### config.mk
export PLATFORM = sky130hd
export DESIGN_NAME = tx_frame_sequencer
export DESIGN_NICKNAME = d
export VERILOG_FILES = /design/src/shared/tx_seq_pkg.sv /design/src/hdl/tx_frame_sequencer.sv
export SDC_FILE = /design/constraint.sdc
export NUM_CORES = 1
export LEC_CHECK = 0
export BUFFER_PORTS_ARGS = -buffer_cell sky130_fd_sc_hd__buf_2
export CAP_MARGIN = 20
export CORE_MARGIN = 3
export CORE_UTILIZATION = 50
export CTS_BUF_LIST = sky130_fd_sc_hd__clkbuf_4 sky130_fd_sc_hd__clkbuf_8 sky130_fd_sc_hd__clkbuf_16
export CTS_CLUSTER_SIZE = 25
export DETAILED_ROUTE_END_ITERATION = 16
export GPL_TIMING_DRIVEN = 0
export PLACE_DENSITY = 0.75
export SYNTH_ARGS = -nofsm -noshare
export SYNTH_HDL_FRONTEND = slang
export SYNTH_SLANG_ARGS = --single-unit
### constraint.sdc
create_clock -name pclk -period 8.3 [get_ports pclk]
set_clock_uncertainty 0.1 [all_clocks]
set_input_delay 0.415 -clock pclk [delete_from_list [all_inputs] [get_ports pclk]]
set_output_delay 0.415 -clock pclk [all_outputs]
set_load 0.005 [all_outputs]
### src/shared/tx_seq_pkg.sv
/*
  Constants for the transmit frame sequencer: register map, field positions,
  reset values and timing. Assumes a 50 MHz core clock and a 32-bit APB bus.
*/
`default_nettype none
package tx_seq_pkg;
  // -------------------------------------------------------------------------
  // register byte offsets
  // -------------------------------------------------------------------------
  localparam logic [7:0] OFF_CMD    = 8'h00;
  localparam logic [7:0] OFF_CTRL   = 8'h04;
  localparam logic [7:0] OFF_STATUS = 8'h08;
  localparam logic [7:0] OFF_FILL   = 8'h0C;
  localparam logic [7:0] OFF_TXDATA = 8'h10;
  localparam logic [7:0] OFF_RXMASK = 8'h14;
  localparam logic [7:0] OFF_FCS    = 8'h18;
  localparam logic [7:0] OFF_FCF    = 8'h1C;
  // command bits
  localparam int CMD_TX_START    = 0;
  localparam int CMD_TX_IF_CLEAR = 1;
  localparam int CMD_RX_ON       = 2;
  localparam int CMD_RADIO_OFF   = 3;
  localparam int CMD_FLUSH       = 4;
  // control bits
  localparam int CTRL_AUTO_FCS   = 0;
  localparam int CTRL_RX_AFTER   = 1;
  localparam int CTRL_UF_IGNORE  = 2;
  localparam int CTRL_PRE_LSB    = 4;
  localparam int PRE_W           = 4;
  localparam logic [PRE_W-1:0] PRE_LEN_RST = 4'h4;
  localparam int RX_BIT_STROBE   = 15;
  localparam int RX_BIT_AFTER_TX = 14;
  // -------------------------------------------------------------------------
  // frame fields
  // -------------------------------------------------------------------------
  localparam logic [7:0]  PREAMBLE_BYTE = 8'h00;
  localparam logic [7:0]  SFD_BYTE      = 8'hA7;
  localparam logic [15:0] FCS_POLY_REV  = 16'h8408;
  localparam logic [15:0] FCS_INIT      = 16'h0000;
  localparam int FIFO_DEPTH   = 128;
  localparam int MIN_LEN_AUTO = 3;
  localparam int MIN_LEN_RAW  = 1;
  // -------------------------------------------------------------------------
  // timing
  // -------------------------------------------------------------------------
  localparam int CLK_MHZ      = 50;
  localparam int TURN_US      = 192;
  localparam int RAMP_US      = 2;
  localparam int BYTE_US      = 32;
  localparam int TURN_CYC     = TURN_US * CLK_MHZ;
  localparam int RAMP_CYC     = RAMP_US * CLK_MHZ;
  localparam int BYTE_CYC     = BYTE_US * CLK_MHZ;
  localparam int TIMER_W      = 14;
  typedef enum logic [3:0] {
    ST_IDLE, ST_TX_TURN, ST_PRE, ST_SFD, ST_LEN, ST_DATA, ST_FCS_LO, ST_FCS_HI,
    ST_RAMP, ST_RX_TURN, ST_RX_ON
  } radio_state_e;
endpackage : tx_seq_pkg
`default_nettype wire

### src/hdl/tx_frame_sequencer.sv
/*
  Transmit frame sequencer: command strobes, single-frame TX FIFO, preamble,
  delimiter, length-driven MPDU stream and optional hardware FCS.
  Assumes an APB master on pclk, a byte-serial modulator that takes one byte
  per tx_byte_stb, and clear_channel / copy / generic write ports on pclk.
*/
// Our own choices: the APB interface to the registers and the address map.
`default_nettype none
// Notes on behaviour
// RQ1 - frame control word fields decode from first two MPDU bytes
// RQ2 - two-byte FCS covers MPDU bytes only, after last payload byte
// RQ3 - FCS polynomial is x^16 + x^12 + x^5 + 1
// RQ4 - unconditional start begins transmission, latched clear flag untouched
// RQ5 - conditional start needs clear channel, aborts activity, latches flag
// RQ6 - receive-on strobe aborts transmission and enters receive calibration
// RQ7 - radio-off strobe aborts everything and forces idle
// RQ8 - with rx-after-tx set, unconditional start sets mask bit 14
// RQ9 - preamble starts 192 us after start; same delay back into receive
// RQ10 - ramp down 2 us after last byte or underflow; SFD and idle delayed; without auto FCS the code ramps one byte time later
// RQ11 - FIFO holds one frame up to 128 bytes; fill count readable
// RQ12 - writes start at location zero; generic writes need underflow-ignore
// RQ13 - flush empties FIFO; flushing mid-frame leads to underflow
// RQ14 - sent bytes stay so a new start resends the same frame
// RQ15 - first write after a finished frame flushes the old contents
// RQ16 - write when full raises overflow, drops byte, sticky until flush
// RQ17 - fetch from empty FIFO raises underflow and aborts, sticky till flush
// RQ18 - underflow-ignore suppresses underflow and sends stale bytes to length
// RQ19 - programmable preamble length then fixed one-byte delimiter
// RQ20 - length byte read after delimiter; minimum 3 with FCS, 1 without
// RQ21 - auto FCS held in own 16-bit register, else FCS taken from FIFO
// RQ22 - host writes length, header, payload; length counts the FCS bytes
// RQ23 - preamble bytes are 0x00, default four; delimiter is 0xA7
// RQ24 - frame-done event on success, delimiter event after delimiter
// RQ25 - FCS cleared per frame, updated LSB first per byte
// RQ26 - pending error blocks start strobes until flushed
module tx_frame_sequencer #(
  parameter int TURN_CYCLES = tx_seq_pkg::TURN_CYC,
  parameter int BYTE_CYCLES = tx_seq_pkg::BYTE_CYC
) (
  input  wire  logic        pclk,
  input  wire  logic        presetn,
  input  wire  logic        psel,
  input  wire  logic        penable,
  input  wire  logic        pwrite,
  input  wire  logic [7:0]  paddr,
  input  wire  logic [31:0] pwdata,
  output logic [31:0]       prdata,
  output logic              pready,
  output logic              pslverr,
  input  wire  logic        clear_channel,
  input  wire  logic        ram_to_tx_copy,
  input  wire  logic [7:0]  ram_copy_data,
  input  wire  logic        generic_mem_write,
  input  wire  logic [6:0]  generic_mem_addr,
  input  wire  logic [7:0]  generic_mem_data,
  output logic [7:0]        tx_byte,
  output logic              tx_byte_stb,
  output logic              sfd_active,
  output logic              tx_sfd_event,
  output logic              tx_frame_done_event,
  output logic              tx_overflow_event,
  output logic              tx_underflow_event,
  output logic              rx_cal_active,
  output logic [15:0]       rx_enable_mask
);
  // -------------------------------------------------------------------------
  // helpers
  // -------------------------------------------------------------------------
  function automatic logic [15:0] fcs_step(input logic [15:0] c, input logic [7:0] b);
    logic [15:0] r;
    r = c;
    for (int i = 0; i < 8; i++) begin
      if (r[0] ^ b[i]) begin
        r = (r >> 1) ^ tx_seq_pkg::FCS_POLY_REV; // [RQ3] [RQ25]
      end else begin
        r = r >> 1;
      end
    end
    return r;
  endfunction : fcs_step

  function automatic logic reg_hit(input logic [7:0] a, input logic [7:0] off);
    return a == off;
  endfunction : reg_hit

  // -------------------------------------------------------------------------
  // state
  // -------------------------------------------------------------------------
  tx_seq_pkg::radio_state_e st_q, st_d;
  logic [7:0]   mem [tx_seq_pkg::FIFO_DEPTH];
  logic [7:0]   fill_q;
  logic         sent_q;
  logic         ovf_err_q, uf_err_q;
  logic [tx_seq_pkg::TIMER_W-1:0] cnt_q, cnt_d;
  logic [7:0]   idx_q, idx_d;
  logic [6:0]   len_q, len_d;
  logic [15:0]  fcs_q, fcs_d;
  logic [7:0]   byte_q, byte_d;
  logic         stb_q, stb_d;
  logic         sfd_q, sfd_d;
  logic         ev_sfd_q, ev_sfd_d, ev_done_q, ev_done_d, ev_uf_q, ev_uf_d, ev_ovf_q;
  logic         auto_q, rx_after_q, ign_q;
  logic [tx_seq_pkg::PRE_W-1:0] pre_len_q;
  logic [15:0]  mask_q;
  logic         latched_q;
  logic [31:0]  prdata_q;

  // -------------------------------------------------------------------------
  // APB decode
  // -------------------------------------------------------------------------
  wire acc      = psel && penable;
  wire wr_acc   = acc && pwrite;
  wire mapped   = reg_hit(paddr, tx_seq_pkg::OFF_CMD) || reg_hit(paddr, tx_seq_pkg::OFF_CTRL)
               || reg_hit(paddr, tx_seq_pkg::OFF_STATUS) || reg_hit(paddr, tx_seq_pkg::OFF_FILL)
               || reg_hit(paddr, tx_seq_pkg::OFF_TXDATA) || reg_hit(paddr, tx_seq_pkg::OFF_RXMASK)
               || reg_hit(paddr, tx_seq_pkg::OFF_FCS) || reg_hit(paddr, tx_seq_pkg::OFF_FCF);
  wire cmd_wr   = wr_acc && reg_hit(paddr, tx_seq_pkg::OFF_CMD);
  wire s_off    = cmd_wr && pwdata[tx_seq_pkg::CMD_RADIO_OFF];
  wire s_rxon   = cmd_wr && pwdata[tx_seq_pkg::CMD_RX_ON] && !s_off;
  wire s_cond   = cmd_wr && pwdata[tx_seq_pkg::CMD_TX_IF_CLEAR];
  wire s_start  = cmd_wr && pwdata[tx_seq_pkg::CMD_TX_START];
  wire s_flush  = cmd_wr && pwdata[tx_seq_pkg::CMD_FLUSH];
  wire err_any  = ovf_err_q || uf_err_q;
  wire go_cond  = s_cond && clear_channel && !err_any && !s_off && !s_rxon; // [RQ5] [RQ26]
  wire go_plain = s_start && !err_any && !s_off && !s_rxon;               // [RQ4] [RQ26]
  wire go_tx    = go_cond || go_plain;
  wire host_wr  = wr_acc && reg_hit(paddr, tx_seq_pkg::OFF_TXDATA);
  wire push     = host_wr || ram_to_tx_copy;
  wire [7:0] push_data = host_wr ? pwdata[7:0] : ram_copy_data;
  wire full     = fill_q == 8'(tx_seq_pkg::FIFO_DEPTH);
  wire push_ok  = push && !s_flush && (sent_q || !full);
  wire push_ovf = push && !s_flush && !sent_q && full;
  wire gen_ok   = generic_mem_write && ign_q && !s_flush;                  // [RQ12]

  assign pready  = 1'b1;
  assign pslverr = acc && !mapped;
  assign prdata  = prdata_q;

  // frame control word view of the stored frame
  wire [15:0] fcf = {mem[2], mem[1]};
  wire [31:0] fcf_view = {16'h0000, fcf[15:14], fcf[11:10], 5'h00, fcf[6], fcf[5],
                          fcf[4], fcf[3], fcf[2:0]}; // [RQ1]

  wire [31:0] rd_mux =
      reg_hit(paddr, tx_seq_pkg::OFF_CTRL)   ? {24'h000000, pre_len_q, 1'b0, ign_q,
                                                rx_after_q, auto_q} :
      reg_hit(paddr, tx_seq_pkg::OFF_STATUS) ? {24'h000000, st_q, sent_q, uf_err_q,
                                                ovf_err_q, latched_q} :
      reg_hit(paddr, tx_seq_pkg::OFF_FILL)   ? {24'h000000, fill_q} : // [RQ11]
      reg_hit(paddr, tx_seq_pkg::OFF_RXMASK) ? {16'h0000, mask_q} :
      reg_hit(paddr, tx_seq_pkg::OFF_FCS)    ? {16'h0000, fcs_q} :
      reg_hit(paddr, tx_seq_pkg::OFF_FCF)    ? fcf_view : 32'h00000000;

  // -------------------------------------------------------------------------
  // settings, mask, clear flag, read data
  // -------------------------------------------------------------------------
  always_ff @(posedge pclk or negedge presetn) begin
    if (!presetn) begin
      auto_q     <= 1'b1;
      rx_after_q <= 1'b0;
      ign_q      <= 1'b0;
      pre_len_q  <= tx_seq_pkg::PRE_LEN_RST; // [RQ23]
      latched_q  <= 1'b0;
      prdata_q   <= 32'h00000000;
    end else begin
      if (wr_acc && reg_hit(paddr, tx_seq_pkg::OFF_CTRL)) begin
        auto_q     <= pwdata[tx_seq_pkg::CTRL_AUTO_FCS];
        rx_after_q <= pwdata[tx_seq_pkg::CTRL_RX_AFTER];
        ign_q      <= pwdata[tx_seq_pkg::CTRL_UF_IGNORE];
        pre_len_q  <= pwdata[tx_seq_pkg::CTRL_PRE_LSB +: tx_seq_pkg::PRE_W]; // [RQ19]
      end
      if (s_cond) begin
        latched_q <= clear_channel; // [RQ5]
      end
      if (psel && !penable) begin
        prdata_q <= rd_mux;
      end
    end
  end

  always_ff @(posedge pclk or negedge presetn) begin
    if (!presetn) begin
      mask_q <= 16'h0000;
    end else if (s_off) begin
      mask_q <= 16'h0000; // [RQ7]
    end else if (s_rxon) begin
      mask_q[tx_seq_pkg::RX_BIT_STROBE] <= 1'b1;
    end else if (wr_acc && reg_hit(paddr, tx_seq_pkg::OFF_RXMASK)) begin
      mask_q <= pwdata[15:0];
    end else if (go_plain && rx_after_q) begin
      mask_q[tx_seq_pkg::RX_BIT_AFTER_TX] <= 1'b1; // [RQ8]
    end
  end

  // -------------------------------------------------------------------------
  // FIFO storage and fill count
  // -------------------------------------------------------------------------
  // bytes are never popped: the read side only indexes, so a frame can resend
  always_ff @(posedge pclk) begin
    if (push_ok) begin
      mem[sent_q ? 7'h00 : fill_q[6:0]] <= push_data; // [RQ12] [RQ15]
    end else if (gen_ok) begin
      mem[generic_mem_addr] <= generic_mem_data;
    end
  end

  always_ff @(posedge pclk or negedge presetn) begin
    if (!presetn) begin
      fill_q    <= 8'h00;
      sent_q    <= 1'b0;
      ovf_err_q <= 1'b0;
      ev_ovf_q  <= 1'b0;
    end else begin
      ev_ovf_q <= push_ovf; // [RQ16]
      if (s_flush) begin
        fill_q    <= 8'h00; // [RQ13]
        sent_q    <= 1'b0;
        ovf_err_q <= 1'b0;
      end else if (push_ok) begin
        fill_q <= sent_q ? 8'h01 : fill_q + 8'h01; // [RQ15]
        sent_q <= 1'b0;
      end else if (push_ovf) begin
        ovf_err_q <= 1'b1; // [RQ16]
      end else if (gen_ok && {1'b0, generic_mem_addr} >= fill_q) begin
        fill_q <= {1'b0, generic_mem_addr} + 8'h01;
      end else if (ev_done_d) begin
        sent_q <= 1'b1; // [RQ14]
      end
    end
  end

  // -------------------------------------------------------------------------
  // radio sequencer
  // -------------------------------------------------------------------------
  wire       tick      = cnt_q == '0;
  wire [7:0] data_last = auto_q ? {1'b0, len_q} - 8'h02 : {1'b0, len_q}; // [RQ21] [RQ22]
  wire       starved   = idx_q >= fill_q;
  wire       tx_busy   = st_q inside {tx_seq_pkg::ST_PRE, tx_seq_pkg::ST_SFD,
                                      tx_seq_pkg::ST_LEN, tx_seq_pkg::ST_DATA,
                                      tx_seq_pkg::ST_FCS_LO, tx_seq_pkg::ST_FCS_HI};
  localparam logic [tx_seq_pkg::TIMER_W-1:0] BYTE_RELOAD = tx_seq_pkg::TIMER_W'(BYTE_CYCLES - 1);
  localparam logic [tx_seq_pkg::TIMER_W-1:0] RAMP_RELOAD =
      tx_seq_pkg::TIMER_W'(tx_seq_pkg::RAMP_CYC - 1);
  localparam logic [tx_seq_pkg::TIMER_W-1:0] TAIL_RELOAD =
      tx_seq_pkg::TIMER_W'(BYTE_CYCLES + tx_seq_pkg::RAMP_CYC - 1);
  localparam logic [tx_seq_pkg::TIMER_W-1:0] TURN_RELOAD = tx_seq_pkg::TIMER_W'(TURN_CYCLES - 1);

  always_comb begin
    st_d      = st_q;
    cnt_d     = tick ? cnt_q : cnt_q - 1'b1;
    idx_d     = idx_q;
    len_d     = len_q;
    fcs_d     = fcs_q;
    byte_d    = byte_q;
    stb_d     = 1'b0;
    sfd_d     = sfd_q;
    ev_sfd_d  = 1'b0;
    ev_done_d = 1'b0;
    ev_uf_d   = 1'b0;
    if (s_off) begin
      st_d  = tx_seq_pkg::ST_IDLE; // [RQ7]
      sfd_d = 1'b0;
    end else if (s_rxon) begin
      st_d  = tx_seq_pkg::ST_RX_TURN; // [RQ6]
      cnt_d = TURN_RELOAD;
      sfd_d = 1'b0;
    end else if (go_tx) begin
      st_d  = tx_seq_pkg::ST_TX_TURN; // [RQ9]
      cnt_d = TURN_RELOAD;
      sfd_d = 1'b0;
    end else if (tick) begin
      case (st_q)
        tx_seq_pkg::ST_TX_TURN: begin
          st_d  = tx_seq_pkg::ST_PRE;
          idx_d = 8'h00;
        end
        tx_seq_pkg::ST_PRE: begin
          byte_d = tx_seq_pkg::PREAMBLE_BYTE; // [RQ19] [RQ23]
          stb_d  = 1'b1;
          cnt_d  = BYTE_RELOAD;
          idx_d  = idx_q + 8'h01;
          if (idx_q + 8'h01 >= {4'h0, pre_len_q}) begin
            st_d = tx_seq_pkg::ST_SFD;
          end
        end
        tx_seq_pkg::ST_SFD: begin
          byte_d   = tx_seq_pkg::SFD_BYTE; // [RQ23]
          stb_d    = 1'b1;
          cnt_d    = BYTE_RELOAD;
          sfd_d    = 1'b1;
          ev_sfd_d = 1'b1; // [RQ24]
          st_d     = tx_seq_pkg::ST_LEN;
        end
        tx_seq_pkg::ST_LEN: begin
          if (fill_q == 8'h00 && !ign_q) begin
            ev_uf_d = 1'b1; // [RQ17]
            st_d    = tx_seq_pkg::ST_RAMP;
            cnt_d   = RAMP_RELOAD;
          end else begin
            byte_d = mem[0]; // [RQ20]
            stb_d  = 1'b1;
            cnt_d  = BYTE_RELOAD;
            len_d  = mem[0][6:0];
            idx_d  = 8'h01;
            fcs_d  = tx_seq_pkg::FCS_INIT; // [RQ25]
            st_d   = tx_seq_pkg::ST_DATA;
          end
        end
        tx_seq_pkg::ST_DATA: begin
          if (idx_q > data_last || data_last[7]) begin
            // all data bytes sent, or length too short for the FCS: nothing left from the FIFO
            st_d  = auto_q ? tx_seq_pkg::ST_FCS_LO : tx_seq_pkg::ST_RAMP;
            cnt_d = auto_q ? cnt_q : TAIL_RELOAD;
            ev_done_d = !auto_q;
          end else if (starved && !ign_q) begin
            ev_uf_d = 1'b1; // [RQ17] [RQ13]
            st_d    = tx_seq_pkg::ST_RAMP;
            cnt_d   = RAMP_RELOAD;
          end else begin
            byte_d = mem[idx_q[6:0]]; // [RQ18]
            stb_d  = 1'b1;
            cnt_d  = BYTE_RELOAD;
            fcs_d  = fcs_step(fcs_q, mem[idx_q[6:0]]); // [RQ2]
            idx_d  = idx_q + 8'h01;
          end
        end
        tx_seq_pkg::ST_FCS_LO: begin
          byte_d = fcs_q[7:0]; // [RQ21]
          stb_d  = 1'b1;
          cnt_d  = BYTE_RELOAD;
          st_d   = tx_seq_pkg::ST_FCS_HI;
        end
        tx_seq_pkg::ST_FCS_HI: begin
          byte_d    = fcs_q[15:8];
          stb_d     = 1'b1;
          cnt_d     = TAIL_RELOAD;
          ev_done_d = 1'b1; // [RQ24]
          st_d      = tx_seq_pkg::ST_RAMP;
        end
        tx_seq_pkg::ST_RAMP: begin
          sfd_d = 1'b0; // [RQ10]
          if (mask_q != 16'h0000) begin
            st_d  = tx_seq_pkg::ST_RX_TURN; // [RQ9]
            cnt_d = TURN_RELOAD;
          end else begin
            st_d = tx_seq_pkg::ST_IDLE;
          end
        end
        tx_seq_pkg::ST_RX_TURN: begin
          st_d = tx_seq_pkg::ST_RX_ON;
        end
        tx_seq_pkg::ST_IDLE, tx_seq_pkg::ST_RX_ON: begin
          st_d = st_q;
        end
        default: begin
          st_d = tx_seq_pkg::ST_IDLE;
        end
      endcase
    end
  end

  always_ff @(posedge pclk or negedge presetn) begin
    if (!presetn) begin
      st_q     <= tx_seq_pkg::ST_IDLE;
      cnt_q    <= '0;
      idx_q    <= 8'h00;
      len_q    <= 7'h00;
      fcs_q    <= tx_seq_pkg::FCS_INIT;
      byte_q   <= 8'h00;
      stb_q    <= 1'b0;
      sfd_q    <= 1'b0;
      ev_sfd_q <= 1'b0;
      ev_done_q <= 1'b0;
      ev_uf_q  <= 1'b0;
      uf_err_q <= 1'b0;
    end else begin
      st_q      <= st_d;
      cnt_q     <= cnt_d;
      idx_q     <= idx_d;
      len_q     <= len_d;
      fcs_q     <= fcs_d;
      byte_q    <= byte_d;
      stb_q     <= stb_d;
      sfd_q     <= sfd_d;
      ev_sfd_q  <= ev_sfd_d;
      ev_done_q <= ev_done_d;
      ev_uf_q   <= ev_uf_d;
      // a new underflow in the flush cycle still counts
      uf_err_q  <= ev_uf_d || (uf_err_q && !s_flush); // [RQ17]
    end
  end

  assign tx_byte             = byte_q;
  assign tx_byte_stb         = stb_q;
  assign sfd_active          = sfd_q;
  assign tx_sfd_event        = ev_sfd_q;
  assign tx_frame_done_event = ev_done_q;
  assign tx_overflow_event   = ev_ovf_q;
  assign tx_underflow_event  = ev_uf_q;
  assign rx_cal_active       = st_q == tx_seq_pkg::ST_RX_TURN;
  assign rx_enable_mask      = mask_q;

  // -------------------------------------------------------------------------
  // checks
  // -------------------------------------------------------------------------
  logic [tx_seq_pkg::TIMER_W-1:0] turn_seen_q;
  always_ff @(posedge pclk or negedge presetn) begin
    if (!presetn) begin
      turn_seen_q <= '0;
    end else if (st_q == tx_seq_pkg::ST_TX_TURN) begin
      turn_seen_q <= turn_seen_q + 1'b1;
    end else begin
      turn_seen_q <= '0;
    end
  end

  AST_TURN_TIME: assert property (@(posedge pclk) disable iff (!presetn) // [RQ9]
    (st_q == tx_seq_pkg::ST_TX_TURN && st_d == tx_seq_pkg::ST_PRE)
      |-> turn_seen_q == tx_seq_pkg::TIMER_W'(TURN_CYCLES - 1))
    else $error("turnaround length wrong");
  AST_SFD_BYTE: assert property (@(posedge pclk) disable iff (!presetn) // [RQ23]
    $rose(tx_sfd_event) |-> tx_byte == 8'hA7 && sfd_active && tx_byte_stb)
    else $error("delimiter byte or flag wrong");
  AST_OVF_DROP: assert property (@(posedge pclk) disable iff (!presetn) // [RQ16]
    push_ovf |=> tx_overflow_event && fill_q == 8'h80 && ovf_err_q)
    else $error("overflow not raised or byte stored");
  AST_UF_ABORT: assert property (@(posedge pclk) disable iff (!presetn) // [RQ17]
    tx_underflow_event |-> st_q == tx_seq_pkg::ST_RAMP && uf_err_q && !tx_byte_stb)
    else $error("underflow did not abort");
  AST_UF_IGNORED: assert property (@(posedge pclk) disable iff (!presetn) // [RQ18]
    ign_q && $past(ign_q) |-> !tx_underflow_event)
    else $error("underflow raised while ignored");
  AST_FLUSH_EMPTY: assert property (@(posedge pclk) disable iff (!presetn) // [RQ13]
    s_flush |=> fill_q == 8'h00 && !ovf_err_q)
    else $error("flush left data or error");
  AST_OFF_IDLE: assert property (@(posedge pclk) disable iff (!presetn) // [RQ7]
    s_off |=> st_q == tx_seq_pkg::ST_IDLE && rx_enable_mask == 16'h0000 && !sfd_active)
    else $error("radio off did not idle");
  AST_RXON_CAL: assert property (@(posedge pclk) disable iff (!presetn) // [RQ6]
    s_rxon |=> rx_cal_active && rx_enable_mask[15])
    else $error("receive on did not calibrate");
  AST_ERR_BLOCKS: assert property (@(posedge pclk) disable iff (!presetn) // [RQ26]
    (err_any && (s_start || s_cond) && !s_rxon && !s_off && st_q != tx_seq_pkg::ST_TX_TURN)
      |=> st_q != tx_seq_pkg::ST_TX_TURN)
    else $error("start accepted with pending error");
  AST_PLAIN_FLAG: assert property (@(posedge pclk) disable iff (!presetn) // [RQ4]
    (s_start && !s_cond) |=> $stable(latched_q))
    else $error("clear flag changed on plain start");
  AST_SFD_STRETCH: assert property (@(posedge pclk) disable iff (!presetn) // [RQ10]
    $fell(sfd_active) && $past(st_q) == tx_seq_pkg::ST_RAMP
      && !$past(s_off || s_rxon || go_tx) |-> $past(cnt_q) == '0)
    else $error("delimiter flag dropped early");

  COV_DONE: cover property (@(posedge pclk) disable iff (!presetn) tx_frame_done_event);
  COV_UF: cover property (@(posedge pclk) disable iff (!presetn) tx_underflow_event);
  COV_OVF: cover property (@(posedge pclk) disable iff (!presetn) tx_overflow_event);
  COV_RESEND: cover property (@(posedge pclk) disable iff (!presetn)
    sent_q && go_tx);
  COV_FLUSH_MID: cover property (@(posedge pclk) disable iff (!presetn) s_flush && tx_busy);
endmodule : tx_frame_sequencer
`default_nettype wire

==> results.cfg <==
[run_status]
outcome = complete, no violations

[route]
route.detailed.drc = 0
drtAntennaViolNets = 0
drt-pass1-iter-count = 8
drt_wl_total_um = 143000
dr_total_vias = 28878
routed_via_density = 6.53
wl_per_cell_um = 32.3
initialDrtViolationCount = 4482

[worst_setup_path]
timing.rr.start = idx_q[3]
worstPathRequired_ns = 8.74
endpoint_kind = flop
r2r_cells = 11
critPathLaunchType = flop
r2r-end = fcs_q[7]
crit_type = reg -> reg
critPathMaxFanout = 11
rrSetupSlack_ns = 2.78
crit_arrival_ns = 5.96

[floorplanning]
die_h_um = 314
die_width_um = 314
io_pins = 136
design.die.area_um2 = 98600
start_util_pct = 50.7
coreArea_um2 = 93600
rows = 112

[cells_and_area]
layout_commonest_cell = edfxtp_1
final_util_pct = 58.2
multi_input_comb_area_um2 = 12900
final-seq-area_um2 = 33600
final_cell_mix = edfxtp_1 (1024), nor2_1 (213), mux4_2 (212)
drive_gt1_share_pct = 21.7
syn2layout_area_growth_pct = 14.8
finalNetCount = 3179
n_fill_cell = 6905

[sta]
worst_hold_slack_ns = 0.0264
relSlewSlack_pct = 15.0
setup_viol = 0
setup_tns_ns = 0
hold_viol = 0
finalCritPeriodShare_pct = 66.5
fmax_mhz = 181
rsz0062_at_grt = no
worstMarginPinSlew_ns = 1.26
finalCriticalPeriod_ns = 5.52
slew_viol_final = 0

[synth]
synth_top_area_share_pct = 64.8
ys_ff_latch = 1138
synthFlopType = edfxtp_1
yosysWarnings = 0
syn-cell-area_um2 = 47400
avgSynthCellArea_um2 = 17.0
synth_edf_count = 1024
yosys.area.top_type = edfxtp_1
yosysUniqueCellTypes = 80
synth_area_leaders = edfxtp_1 (65%), mux4_2 (10%), dfrtp_1 (5.9%)
async_flop_share_pct = 10.0
netlist_instances = 2786
ys_seq_area_share_pct = 70.9

[worst_hold_path]
min_to = fill_q[7]
holdCritStartpoint = generic_mem_addr[5]
min_path_cells = 3
hp-class = in -> reg

[power]
power.leakage_nw = 18.0
vdd_drop_max_mv = 0.244
power_density_nw_per_um2 = 221

[cts]
h-tree-depth = 3
clock_path_buffers = 3
cts_tree = built
cts_buffers = 108
postCtsSetupRepairBufs = 0
cts_resized = 0
cts.clk_slew.worst_paths_ns = 0.06
insertion_delay_ns = 0.72
cts.sinks = 1138
cts_root_buffer = clkbuf_16

[global_route]
grt.overflow.total = 0
grt_max_degree = 74
grt_pass1_vias = 28492
grt_pass1_wl_um = 203000
antenna_found_initial = 2
track_usage_pct = 28.9

[placement]
dp_hpwl_um = 97500
gp_congestion = 0.971
port_buffers = 99

[job]
drv_cap = 0
[how the worst max path moves through the flow]
stage	slack [ns]	endpoint	startpoint	depth (start not counted)
after floorplan	1.40	mem[0][5]	paddr[4]	10
after global placement	-4.24	mem[60][6]	paddr[4]	11
after detailed placement	2.75	mem[46][7]	paddr[1]	13
after CTS	3.05	fcs_q[10]	idx_q[0]	15
after global routing	2.69	fcs_q[0]	idx_q[3]	11
final	2.78	fcs_q[7]	idx_q[3]	11
[critical path, stage by stage (launching register included)]
cell       delay, ns
dfrtp_1         0.67
buf_2           0.40
nor2b_1         0.82
clkbuf_1        0.69
nand4_1         0.41
o2111ai_1       0.28
o21ai_0         0.14
nor3_1          0.99
xnor2_1         0.24
xnor2_2         0.28
nor2_1          0.08
a221o_1         0.26
[cell type report]
type / instances / share of cell area (%)
Clock buffer: 125 / 5.29
Tap cell: 1254 / 2.88
Buffer: 169 / 1.86
Sequential cell: 1138 / 61.7
Inverter: 28 / 0.193
Multi-Input combinational cell: 1466 / 23.7
Clock inverter: 76 / 1.31
Antenna cell: 1 / 0.00460
Timing Repair Buffer: 164 / 3.06
[timing repair]
action                                  4_1_cts  5_1_grt
hold buffers                                 17        0
endpoints found under the hold margin       106        0
endpoints found under the setup margin        0        0
[power by group]
part / internal (mW) / leakage, nW / switching, mW
Sequential: 6.31 / 10.7 / 0.0436
Combinational: 0.205 / 5.54 / 0.450
Clock: 2.81 / 1.79 / 2.19
[routing by layer]
| metal | vias to the layer above | track usage (%) | share of wire, % |
|---|---|---|---|
| li1 | 11660 | - | - |
| met1 | 14540 | 37.3 | 35 |
| met2 | 2224 | 44.5 | 46 |
| met3 | 452 | 8.99 | 13 |
| met4 | 2 | 14.7 | 6.2 |
| met5 | - | 0.593 | 0.053 |
[kinds of logic after synthesis]
| kind of cell | share of synthesized area [%] |
|---|---|
| XOR/XNOR | 0.873 |
| AO/OA/AOI/OAI | 6.01 |
| multiplexers | 13.2 |
| buffers and inverters | 2.36 |
| adder cells (fa/ha/maj) | 0.871 |
| other | 0.0158 |
| flip-flops | 70.9 |
| AND/OR/NAND/NOR | 5.84 |
[synth_stat cells (38+ instances only)]
library cell  instances
nor2_1              213
clkbuf_1             73
a22oi_1              81
dfrtp_1             112
edfxtp_1           1024
o22ai_1              42
nand3_1              56
a22o_1               38
nand2_1             164
mux2i_1             123
mux4_2              212
a21oi_1              55
o21ai_0              83
[metrics by stage]
step	std cells	setup WS (ns)	cell area, um^2	total power [mW]
after floorplan	2801	1.40	47500	6.79
after global placement	4154	-4.24	49500	7.06
after detailed placement	4200	2.75	50700	7.09
after CTS	4418	3.05	54400	12.0
after global routing	4420	2.69	54400	12.3
final	4421	2.78	54400	12.0
[flip-flops by register name, indices dropped and copies added, names as in the netlist, 7 cells and up]
register and flops:
mem 1024, prdata 16, tx_byte 8, fill_q 8, cnt_q 14, len_q 7
idx_q 8, rx_enable_mask 16, fcs_q 16
Note: power is estimated with default switching activity, not from simulation.
